$ cat src/pkg/fmr_pkg.sv
// Purpose: Shared constants and types for the parallel boot-sector flash host controller.
// Assumes: The controller clock runs at 20 MHz; all flash times below are in nanoseconds.
// Notes:   Cycle counts are derived from the times; least times round up, longest round down.
package fmr_pkg;

    // ------------------------------------------------------------------
    // Clock and flash timing
    // ------------------------------------------------------------------
    localparam int unsigned CLK_PERIOD_NS = 50;
    // Chip-select access time from standby; also covers address access.
    localparam int unsigned CE_ACCESS_NS = 70;
    localparam int unsigned WE_PULSE_NS = 35;
    localparam int unsigned RESET_PULSE_MIN_NS = 500;
    localparam int unsigned RESET_HIGH_TO_READ_NS = 50;
    // Longest internal reset recovery while an embedded algorithm runs.
    localparam int unsigned RESET_READY_NS = 20000;

    function automatic int unsigned ns_up(input int unsigned ns);
        int unsigned c;
        c = (ns + CLK_PERIOD_NS - 1) / CLK_PERIOD_NS;
        return (c < 1) ? 1 : c;
    endfunction : ns_up

    function automatic int unsigned ns_dn(input int unsigned ns);
        int unsigned c;
        c = ns / CLK_PERIOD_NS;
        return (c < 1) ? 1 : c;
    endfunction : ns_dn

    localparam int unsigned ACC_CYC = ns_up(CE_ACCESS_NS);
    localparam int unsigned WP_CYC = ns_up(WE_PULSE_NS);
    localparam int unsigned RP_CYC = ns_up(RESET_PULSE_MIN_NS);
    localparam int unsigned RH_CYC = ns_up(RESET_HIGH_TO_READ_NS);
    localparam int unsigned READY_CYC = ns_dn(RESET_READY_NS);
    localparam int unsigned CNT_W = 9;

    // ------------------------------------------------------------------
    // Bus layout
    // ------------------------------------------------------------------
    localparam int unsigned ADDR_W = 19;
    localparam int unsigned SECTOR_W = 5;
    // Secured region is the top or bottom 256 bytes, i.e. pin address bits 18 to 7.
    localparam int unsigned SECURED_LSB = 7;
    localparam logic [15:0] DQ_OE_N_IDLE = 16'hFFFF;
    localparam logic [15:0] DQ_OE_N_BYTE_RD = 16'h7FFF;
    localparam logic [15:0] DQ_OE_N_BYTE_WR = 16'h7F00;
    localparam logic [15:0] DQ_OE_N_WORD_WR = 16'h0000;

    typedef enum logic [1:0] {
        FMR_OP_READ = 2'b00,
        FMR_OP_WRITE = 2'b01,
        FMR_OP_RESET = 2'b10
    } fmr_op_e;

    // Address is a byte address in byte mode and a word address in word mode.
    typedef struct packed {
        fmr_op_e op;
        logic [19:0] addr;
        logic [15:0] wdata;
    } fmr_req_s;

    typedef struct packed {
        logic [15:0] data;
        logic was_write;
        logic busy;
        logic timeout;
        logic secured;
        logic [SECTOR_W-1:0] sector;
    } fmr_rsp_s;

endpackage : fmr_pkg

$ cat src/rtl/fmr_sector_dec.sv
// Purpose: Sector index and secured-region decode from the flash pin address.
// Assumes: Pin address bits 18 to 12 pick the sector in both byte and word mode.
// Notes:   Purely combinational; the caller registers the results.
`timescale 1ns/10ps
`default_nettype none

module fmr_sector_dec #(
    parameter bit TOP_BOOT = 1'b1
) (
    // Pin address
    input wire logic [fmr_pkg::ADDR_W-1:0] addr_i,
    // Decode results
    output logic [fmr_pkg::SECTOR_W-1:0] sector_o,
    output logic secured_o
);

    wire [3:0] hi = addr_i[18:15];
    wire [fmr_pkg::ADDR_W-1-fmr_pkg::SECURED_LSB:0] sec_bits = addr_i[18:fmr_pkg::SECURED_LSB];

    // Top boot: fifteen big sectors, then 32 KB, two 8 KB and the final 16 KB.
    wire [4:0] top_idx = (hi != 4'hF) ? {1'b0, hi} :
                         !addr_i[14] ? 5'h0F :
                         !addr_i[13] ? (5'h10 + {4'h0, addr_i[12]}) : 5'h12;
    // Bottom boot: 16 KB, two 8 KB, one 32 KB, then fifteen big sectors.
    wire [4:0] bot_idx = (hi != 4'h0) ? ({1'b0, hi} + 5'h03) :
                         addr_i[14] ? 5'h03 :
                         !addr_i[13] ? 5'h00 : (5'h01 + {4'h0, addr_i[12]});

    // Byte and word ranges map to the same pin bits, so one compare serves both units.
    assign sector_o = TOP_BOOT ? top_idx : bot_idx;
    assign secured_o = TOP_BOOT ? (&sec_bits) : ~(|sec_bits);

endmodule : fmr_sector_dec

`default_nettype wire

$ cat src/rtl/fmr_host.sv
// Purpose: Host-side controller that runs read, write and hardware-reset cycles on a
//          parallel boot-sector flash through its pins.
// Assumes: Flash pins are synchronous to ref_clk_i; one request at a time.
// Notes:   Holds chip select and reset high when idle so the flash sits in standby.
//
// Notes on behaviour
// - Reads during program or erase return status; flagged by sampled busy.
// - After standby wait the full chip-select access time before sampling.
// - Program or erase cut short by a hardware reset is flagged on interrupted_o; the user reissues it.
// - After reset release wait reset-high-to-read before any read.
`timescale 1ns/10ps
`default_nettype none

module fmr_host #(
    parameter bit TOP_BOOT = 1'b1,
    parameter int unsigned READY_CYC = fmr_pkg::READY_CYC
) (
    // Clock and reset
    input wire logic ref_clk_i,
    input wire logic reset_i,
    // User request and response
    input wire logic req_valid_i,
    input wire fmr_pkg::fmr_req_s req_i,
    input wire logic byte_mode_i,
    output logic req_ready_o,
    output logic rsp_valid_o,
    output fmr_pkg::fmr_rsp_s rsp_o,
    output logic interrupted_o,
    // Flash control pins
    output logic flash_ce_n_o,
    output logic flash_oe_n_o,
    output logic flash_we_n_o,
    output logic flash_reset_n_o,
    output logic flash_byte_n_o,
    output logic [fmr_pkg::ADDR_W-1:0] flash_addr_o,
    input wire logic ready_busy_n_i,
    // Flash data pins
    output logic [15:0] dq_o,
    output logic [15:0] dq_oe_n_o,
    input wire logic [15:0] dq_i
);

    localparam int unsigned CW = fmr_pkg::CNT_W;

    generate
        if (READY_CYC < 1 || READY_CYC >= (1 << CW))
        begin : g_bad_ready
            $error("READY_CYC does not fit the cycle counter");
        end
    endgenerate

    // ------------------------------------------------------------------
    // State and registers
    // ------------------------------------------------------------------
    typedef enum logic [2:0] {
        FMR_ST_IDLE = 3'b000,
        FMR_ST_READ = 3'b001,
        FMR_ST_WR_LOW = 3'b010,
        FMR_ST_WR_HOLD = 3'b011,
        FMR_ST_RST_LOW = 3'b100,
        FMR_ST_RST_REC = 3'b101,
        FMR_ST_RST_RH = 3'b110
    } fmr_state_e;

    fmr_state_e state_r, state_nxt;
    logic [CW-1:0] cnt_r, cnt_nxt;
    logic ce_n_r, ce_n_nxt;
    logic oe_n_r, oe_n_nxt;
    logic we_n_r, we_n_nxt;
    logic frst_n_r, frst_n_nxt;
    logic byte_n_r, byte_n_nxt;
    logic [fmr_pkg::ADDR_W-1:0] addr_r, addr_nxt;
    logic [15:0] dq_r, dq_nxt;
    logic [15:0] dq_oe_n_r, dq_oe_n_nxt;
    logic ready_r, ready_nxt;
    logic rsp_valid_r, rsp_valid_nxt;
    fmr_pkg::fmr_rsp_s rsp_r, rsp_nxt;
    logic intr_r, intr_nxt;
    logic [fmr_pkg::SECTOR_W-1:0] dec_sector;
    logic dec_secured;

    // ------------------------------------------------------------------
    // Request decode
    // ------------------------------------------------------------------
    wire accept = req_valid_i && ready_r;
    wire [fmr_pkg::ADDR_W-1:0] pin_addr = byte_mode_i ? req_i.addr[19:1] : req_i.addr[18:0];
    // In byte mode line 15 carries the extra low address bit and lines 8 to 14 stay released.
    wire [15:0] rd_oe_n = byte_mode_i ? fmr_pkg::DQ_OE_N_BYTE_RD : fmr_pkg::DQ_OE_N_IDLE;
    wire [15:0] wr_oe_n = byte_mode_i ? fmr_pkg::DQ_OE_N_BYTE_WR : fmr_pkg::DQ_OE_N_WORD_WR;
    wire [15:0] wr_dq = byte_mode_i ? {req_i.addr[0], 7'h00, req_i.wdata[7:0]} : req_i.wdata;
    wire [15:0] rd_dq = {req_i.addr[0] & byte_mode_i, 15'h0000};
    wire [15:0] rd_data = byte_n_r ? dq_i : {8'h00, dq_i[7:0]};
    wire cnt_done = (cnt_r == '0);

    fmr_sector_dec #(
        .TOP_BOOT(TOP_BOOT)
    ) u_dec (
        .addr_i(pin_addr),
        .sector_o(dec_sector),
        .secured_o(dec_secured)
    );

    // ------------------------------------------------------------------
    // Sequencer
    // ------------------------------------------------------------------
    always_comb
    begin
        state_nxt = state_r;
        cnt_nxt = cnt_done ? cnt_r : cnt_r - 1'b1;
        ce_n_nxt = ce_n_r;
        oe_n_nxt = oe_n_r;
        we_n_nxt = we_n_r;
        frst_n_nxt = frst_n_r;
        byte_n_nxt = byte_n_r;
        addr_nxt = addr_r;
        dq_nxt = dq_r;
        dq_oe_n_nxt = dq_oe_n_r;
        ready_nxt = ready_r;
        rsp_valid_nxt = 1'b0;
        rsp_nxt = rsp_r;
        intr_nxt = intr_r;
        case (state_r)
            FMR_ST_IDLE:
            begin
                // Address is left as it was so the sleeping flash keeps its last data.
                if (accept)
                begin
                    ready_nxt = 1'b0;
                    byte_n_nxt = ~byte_mode_i;
                    rsp_nxt.sector = dec_sector;
                    rsp_nxt.secured = dec_secured;
                    rsp_nxt.was_write = (req_i.op == fmr_pkg::FMR_OP_WRITE);
                    rsp_nxt.timeout = 1'b0;
                    rsp_nxt.busy = 1'b0;
                    rsp_nxt.data = '0;
                    case (req_i.op)
                        fmr_pkg::FMR_OP_WRITE:
                        begin
                            // Output gate stays high so the flash never fights our drive.
                            addr_nxt = pin_addr;
                            ce_n_nxt = 1'b0;
                            we_n_nxt = 1'b0;
                            dq_nxt = wr_dq;
                            dq_oe_n_nxt = wr_oe_n;
                            cnt_nxt = CW'(fmr_pkg::WP_CYC - 1);
                            intr_nxt = 1'b0;
                            state_nxt = FMR_ST_WR_LOW;
                        end
                        fmr_pkg::FMR_OP_RESET:
                        begin
                            frst_n_nxt = 1'b0;
                            dq_oe_n_nxt = fmr_pkg::DQ_OE_N_IDLE;
                            // A program or erase cut short must be redone by software.
                            intr_nxt = intr_r | ~ready_busy_n_i;
                            cnt_nxt = CW'(fmr_pkg::RP_CYC - 1);
                            state_nxt = FMR_ST_RST_LOW;
                        end
                        default:
                        begin
                            // Plain reads need no command; status appears on the same cycle.
                            addr_nxt = pin_addr;
                            ce_n_nxt = 1'b0;
                            oe_n_nxt = 1'b0;
                            dq_nxt = rd_dq;
                            dq_oe_n_nxt = rd_oe_n;
                            cnt_nxt = CW'(fmr_pkg::ACC_CYC - 1);
                            state_nxt = FMR_ST_READ;
                        end
                    endcase
                end
            end
            FMR_ST_READ:
            begin
                if (cnt_done)
                begin
                    rsp_nxt.data = rd_data;
                    rsp_nxt.busy = ~ready_busy_n_i;
                    rsp_valid_nxt = 1'b1;
                    ce_n_nxt = 1'b1;
                    oe_n_nxt = 1'b1;
                    dq_oe_n_nxt = fmr_pkg::DQ_OE_N_IDLE;
                    ready_nxt = 1'b1;
                    state_nxt = FMR_ST_IDLE;
                end
            end
            FMR_ST_WR_LOW:
            begin
                if (cnt_done)
                begin
                    we_n_nxt = 1'b1;
                    state_nxt = FMR_ST_WR_HOLD;
                end
            end
            FMR_ST_WR_HOLD:
            begin
                // Deselecting now is safe: an embedded algorithm carries on inside.
                ce_n_nxt = 1'b1;
                dq_oe_n_nxt = fmr_pkg::DQ_OE_N_IDLE;
                rsp_valid_nxt = 1'b1;
                ready_nxt = 1'b1;
                state_nxt = FMR_ST_IDLE;
            end
            FMR_ST_RST_LOW:
            begin
                if (cnt_done)
                begin
                    frst_n_nxt = 1'b1;
                    cnt_nxt = CW'(READY_CYC - 1);
                    state_nxt = FMR_ST_RST_REC;
                end
            end
            FMR_ST_RST_REC:
            begin
                // Busy low means the aborted algorithm is still unwinding.
                if (ready_busy_n_i || cnt_done)
                begin
                    rsp_nxt.timeout = ~ready_busy_n_i;
                    cnt_nxt = CW'(fmr_pkg::RH_CYC - 1);
                    state_nxt = FMR_ST_RST_RH;
                end
            end
            FMR_ST_RST_RH:
            begin
                // The flash comes back in read-array state, so plain reads follow with no command.
                if (cnt_done)
                begin
                    rsp_valid_nxt = 1'b1;
                    ready_nxt = 1'b1;
                    state_nxt = FMR_ST_IDLE;
                end
            end
            default:
            begin
                state_nxt = FMR_ST_IDLE;
                ready_nxt = 1'b1;
            end
        endcase
    end

    always_ff @(posedge ref_clk_i)
    begin
        if (reset_i)
        begin
            state_r <= FMR_ST_IDLE;
            cnt_r <= '0;
            ce_n_r <= 1'b1;
            oe_n_r <= 1'b1;
            we_n_r <= 1'b1;
            frst_n_r <= 1'b1;
            byte_n_r <= 1'b1;
            addr_r <= '0;
            dq_r <= '0;
            dq_oe_n_r <= fmr_pkg::DQ_OE_N_IDLE;
            ready_r <= 1'b1;
            rsp_valid_r <= 1'b0;
            rsp_r <= '0;
            intr_r <= 1'b0;
        end
        else
        begin
            state_r <= state_nxt;
            cnt_r <= cnt_nxt;
            ce_n_r <= ce_n_nxt;
            oe_n_r <= oe_n_nxt;
            we_n_r <= we_n_nxt;
            frst_n_r <= frst_n_nxt;
            byte_n_r <= byte_n_nxt;
            addr_r <= addr_nxt;
            dq_r <= dq_nxt;
            dq_oe_n_r <= dq_oe_n_nxt;
            ready_r <= ready_nxt;
            rsp_valid_r <= rsp_valid_nxt;
            rsp_r <= rsp_nxt;
            intr_r <= intr_nxt;
        end
    end

    assign req_ready_o = ready_r;
    assign rsp_valid_o = rsp_valid_r;
    assign rsp_o = rsp_r;
    assign interrupted_o = intr_r;
    assign flash_ce_n_o = ce_n_r;
    assign flash_oe_n_o = oe_n_r;
    assign flash_we_n_o = we_n_r;
    assign flash_reset_n_o = frst_n_r;
    assign flash_byte_n_o = byte_n_r;
    assign flash_addr_o = addr_r;
    assign dq_o = dq_r;
    assign dq_oe_n_o = dq_oe_n_r;

    // ------------------------------------------------------------------
    // Checks
    // ------------------------------------------------------------------
    localparam int REC_MAX = READY_CYC + fmr_pkg::RH_CYC + 2;
    logic [7:0] ce_low_cnt_r;
    logic [7:0] rst_low_cnt_r;

    always_ff @(posedge ref_clk_i)
    begin
        ce_low_cnt_r <= (reset_i || ce_n_r) ? 8'h00 : ce_low_cnt_r + 8'h01;
        rst_low_cnt_r <= (reset_i || frst_n_r) ? 8'h00 : rst_low_cnt_r + 8'h01;
    end
endmodule : fmr_host

`default_nettype wire

$ cat config.mk
export PLATFORM = sky130hd
export DESIGN_NAME = fmr_host
export DESIGN_NICKNAME = d
export VERILOG_FILES = /design/src/pkg/fmr_pkg.sv /design/src/rtl/fmr_sector_dec.sv /design/src/rtl/fmr_host.sv
export SDC_FILE = /design/constraint.sdc
export NUM_CORES = 1
export LEC_CHECK = 0
export ABC_AREA = 1
export BUFFER_PORTS_ARGS = -buffer_cell sky130_fd_sc_hd__buf_2
export CORE_MARGIN = 2
export CORE_UTILIZATION = 50
export DETAILED_ROUTE_END_ITERATION = 6
export HOLD_SLACK_MARGIN = 0.06
export PLACE_DENSITY = 0.8
export SLEW_MARGIN = 20
export SYNTH_ARGS = -nofsm -noshare
export SYNTH_HDL_FRONTEND = slang
export SYNTH_SLANG_ARGS = --single-unit
$ cat constraint.sdc
create_clock -name ref_clk_i -period 2.8 [get_ports ref_clk_i]
set_input_delay 0.28 -clock ref_clk_i [delete_from_list [all_inputs] [get_ports ref_clk_i]]
set_output_delay 0.28 -clock ref_clk_i [all_outputs]
set_load 0.01 [all_outputs]
==> impl_results.md <==
- Max-slew headroom: 66.4%
- Antenna Nets Post-Route: 0
- # placed instances: 739
- Global-route wire length before repair: 16.3 mm
- Core Area: 0.00777 mm2
- Initial Util: 52.0%
- Via-to-Cell Ratio: 5.13
- Die Ht: 93.9 um
- PD cells: 1020 mW/mm2
- Ant. Diodes: 0
- 1st-iter DRT viols: 212
- CTS sink count: 83
- Final hold viol count: 0
- CP max-delay cell: dfxtp_1
- Port bufs: 142
- WP buf/inv: 2
- FP Rows: 32
- Final std cells w/o fill: 755
- Yosys warns: 0
- Critical path class: reg2reg
- Placed Area: 0.00461 mm2
- Gr ovfl total: 0
- Commonest non-fill, non-tap cell in the layout: buf_2
- RSZ-0062 raised after global routing: false
- Max H-tree Level: 3
- Hold slack: 0.154 ns
- Overall power: 4.94 mW
- Drt first pass iters: 4
- Worst path most repeated cell: nand2_4
- Post-detail-place hpwl: 7.16 mm
- Mapped Nets: 595
- Die span in x: 93.9 um
- Share of post-route cells with drive strength above 1: 31.7%
- Startpoint Class: flop
- Die footprint: 0.00881 mm2
- CTS clk-pin slew, worst paths: 0.09 ns
- Worst slack at placement: 0.824 ns
- Max Root-Sink Buffers: 2
- Via Count: 3875
- Number of synthesized register bits: 83
- I/O Pins: 143
- CTS Root Buffer Type: clkbuf_8
- Crit. End Element: flop
- Worst slew pin tran: 0.503 ns
- Global Route Usage Sum: 23.1%
- Initial antenna violation count: 0
- Post-synthesis average cell area: 7.60 um2
- Arr. time, crit path: 2.17 ns
- Crit path required time: 3.08 ns
- CP max stage delay: 0.46 ns
- Min cycle time layout: 1.90 ns
- Worst skew pair latency: 0.35 ns
- Max-Cap Viols: 0
- Top Family by Delay on Critical Path: buffers and inverters
- Hold Crit Class: in2reg
- Largest net degree at the start of global routing: 54
- Final setup viols: 0
- Util after Layout: 62.6%
- Synth-to-layout area growth: 20.4%
- Slew Limit Fails: 0
- Leak pwr: 2.36 nW
- RD Place Congestion: 1.01
- Fin area: 0.00486 mm2
- Setup WS post-layout: 0.903 ns
- Clock skew: 0.00922 ns
- Residual DRC: 0
- Setup Fix Bufs, Post-CTS: 0
- Peak supply drop: 0.000442 V
- Post-Syn Instances: 531
- Detailed Route WL: 9.82 mm
- Post-DR wirelength/cell: 13.0 um
- Nets: 712
- Mapped Area: 0.00404 mm2
- Achievable clock frequency: 0.527 GHz
- Crit-path max FO: 53
- CTS tree: yes
- Synth cell types: 39
- Most frequent cells in the layout: 142 x buf_2, 109 x nand2_1, 83 x dfxtp_1
- Total CTS buffers: 9
- Sequential area share after synthesis: 41.2%
- Final Cycle Share: 67.7%
- Hold_buf cts: 0
- Worst-path cell chain: inv_2, nand2_4, nor2_8, nand2_4, inv_4, o21ai_1, a31oi_1
- Vias in the first global route: 3719
- Final TNS setup: 0 ns
- Status: finished, final reports clean
- CTS resizes: 0
-- worst min-delay path, stage by stage --
cell,delay (ns)
buf_2,0.08
a21oi_2,0.04
nor2_1,0.06
-- worst paths after layout --
check / startpoint / endpoint / slack (ns) / cells past startpoint
max: state_r[2] / flash_addr_o[6] / 0.90 / 7
min: dq_i[8] / rsp_o[17] / 0.15 / 3
max reg2reg: state_r[2] / flash_addr_o[6] / 0.90 / 7
min reg2reg: rsp_o[6] / rsp_o[6] / 0.46 / 2
-- logic make-up (layout without fill, tap and decap cells) --
| family | count (synthesis) | count (layout) | share of synthesized area [%] |
|---|---|---|---|
| and+or+nand+nor | 227 | 227 | 26.3 |
| buffers and inverters | 86 | 208 | 11.9 |
| DFF | 83 | 83 | 41.2 |
| adders and majority gates | 5 | 5 | 1.55 |
| xor gates and xnor gates | 4 | 4 | 0.868 |
| AOI/OAI and AO/OA | 126 | 126 | 18.2 |
-- Yosys cell counts --
cell type	instances	area [um2]
nand2_1	109	409
a31oi_1	11	68.8
o2111ai_1	1	8.76
nor2_4	2	22.5
buf_1	1	3.75
o31ai_1	1	7.51
nor3_1	4	20.0
clkbuf_1	6	22.5
o21a_1	2	15.0
inv_1	35	131
a211oi_1	1	7.51
nand3_2	2	20.0
a211oi_2	4	50.1
clkinv_2	1	5.00
clkinv_4	2	17.5
ha_1	5	62.6
a21oi_1	39	195
inv_6	1	8.76
nand2_4	5	56.3
nand3_1	37	185
buf_8	3	45.0
nor2_8	2	40.0
o21ai_1	17	85.1
dfxtp_1	83	1660
buf_2	7	35.0
nor2_2	4	25.0
nand2_8	1	20.0
nand3_4	1	17.5
xor2_1	4	35.0
nand2_2	3	18.8
buf_6	4	45.0
nor2_1	52	195
inv_4	1	6.26
o211ai_1	2	15.0
a21oi_2	11	96.3
nand4_1	5	31.3
inv_2	7	26.3
o21ai_0	37	185
buf_4	18	135
-- metal layers --
metal / routed length (um) / track usage [%] / vias to the layer above
met1: 4130 / 27.0 / 1771
met2: 4770 / 38.9 / 129
li1: - / - / 1962
met3: 756 / 7.54 / 13
met4: 155 / 9.18 / 0
met5: 0 / 0 / -
-- area by class of cell --
class	count	area, um2
clock buffer	11	141
clock inverter	5	108
fill	734	2910
inverter	47	195
tap	102	128
sequential	83	1660
multi-input combinational	362	1890
timing repair buffer	145	733
-- power breakdown --
group | internal, mW | switching [mW] | total, mW
clock network | 0.622 | 0.434 | 1.06
logic | 0.782 | 1.40 | 2.18
registers | 1.49 | 0.209 | 1.70
total | 2.90 | 2.05 | 4.94
-- registers in the layout (all words and copies together), names as in the netlist --
name	cells
flash_addr_o	19
rsp_valid_o	1
flash_ce_n_o	1
req_ready_o	1
flash_reset_n_o	1
flash_byte_n_o	1
rsp_o	25
state_r	3
cnt_r	9
interrupted_o	1
dq_o	16
flash_oe_n_o	1
dq_oe_n_o	3
flash_we_n_o	1
(Power assumes the default switching activity.)
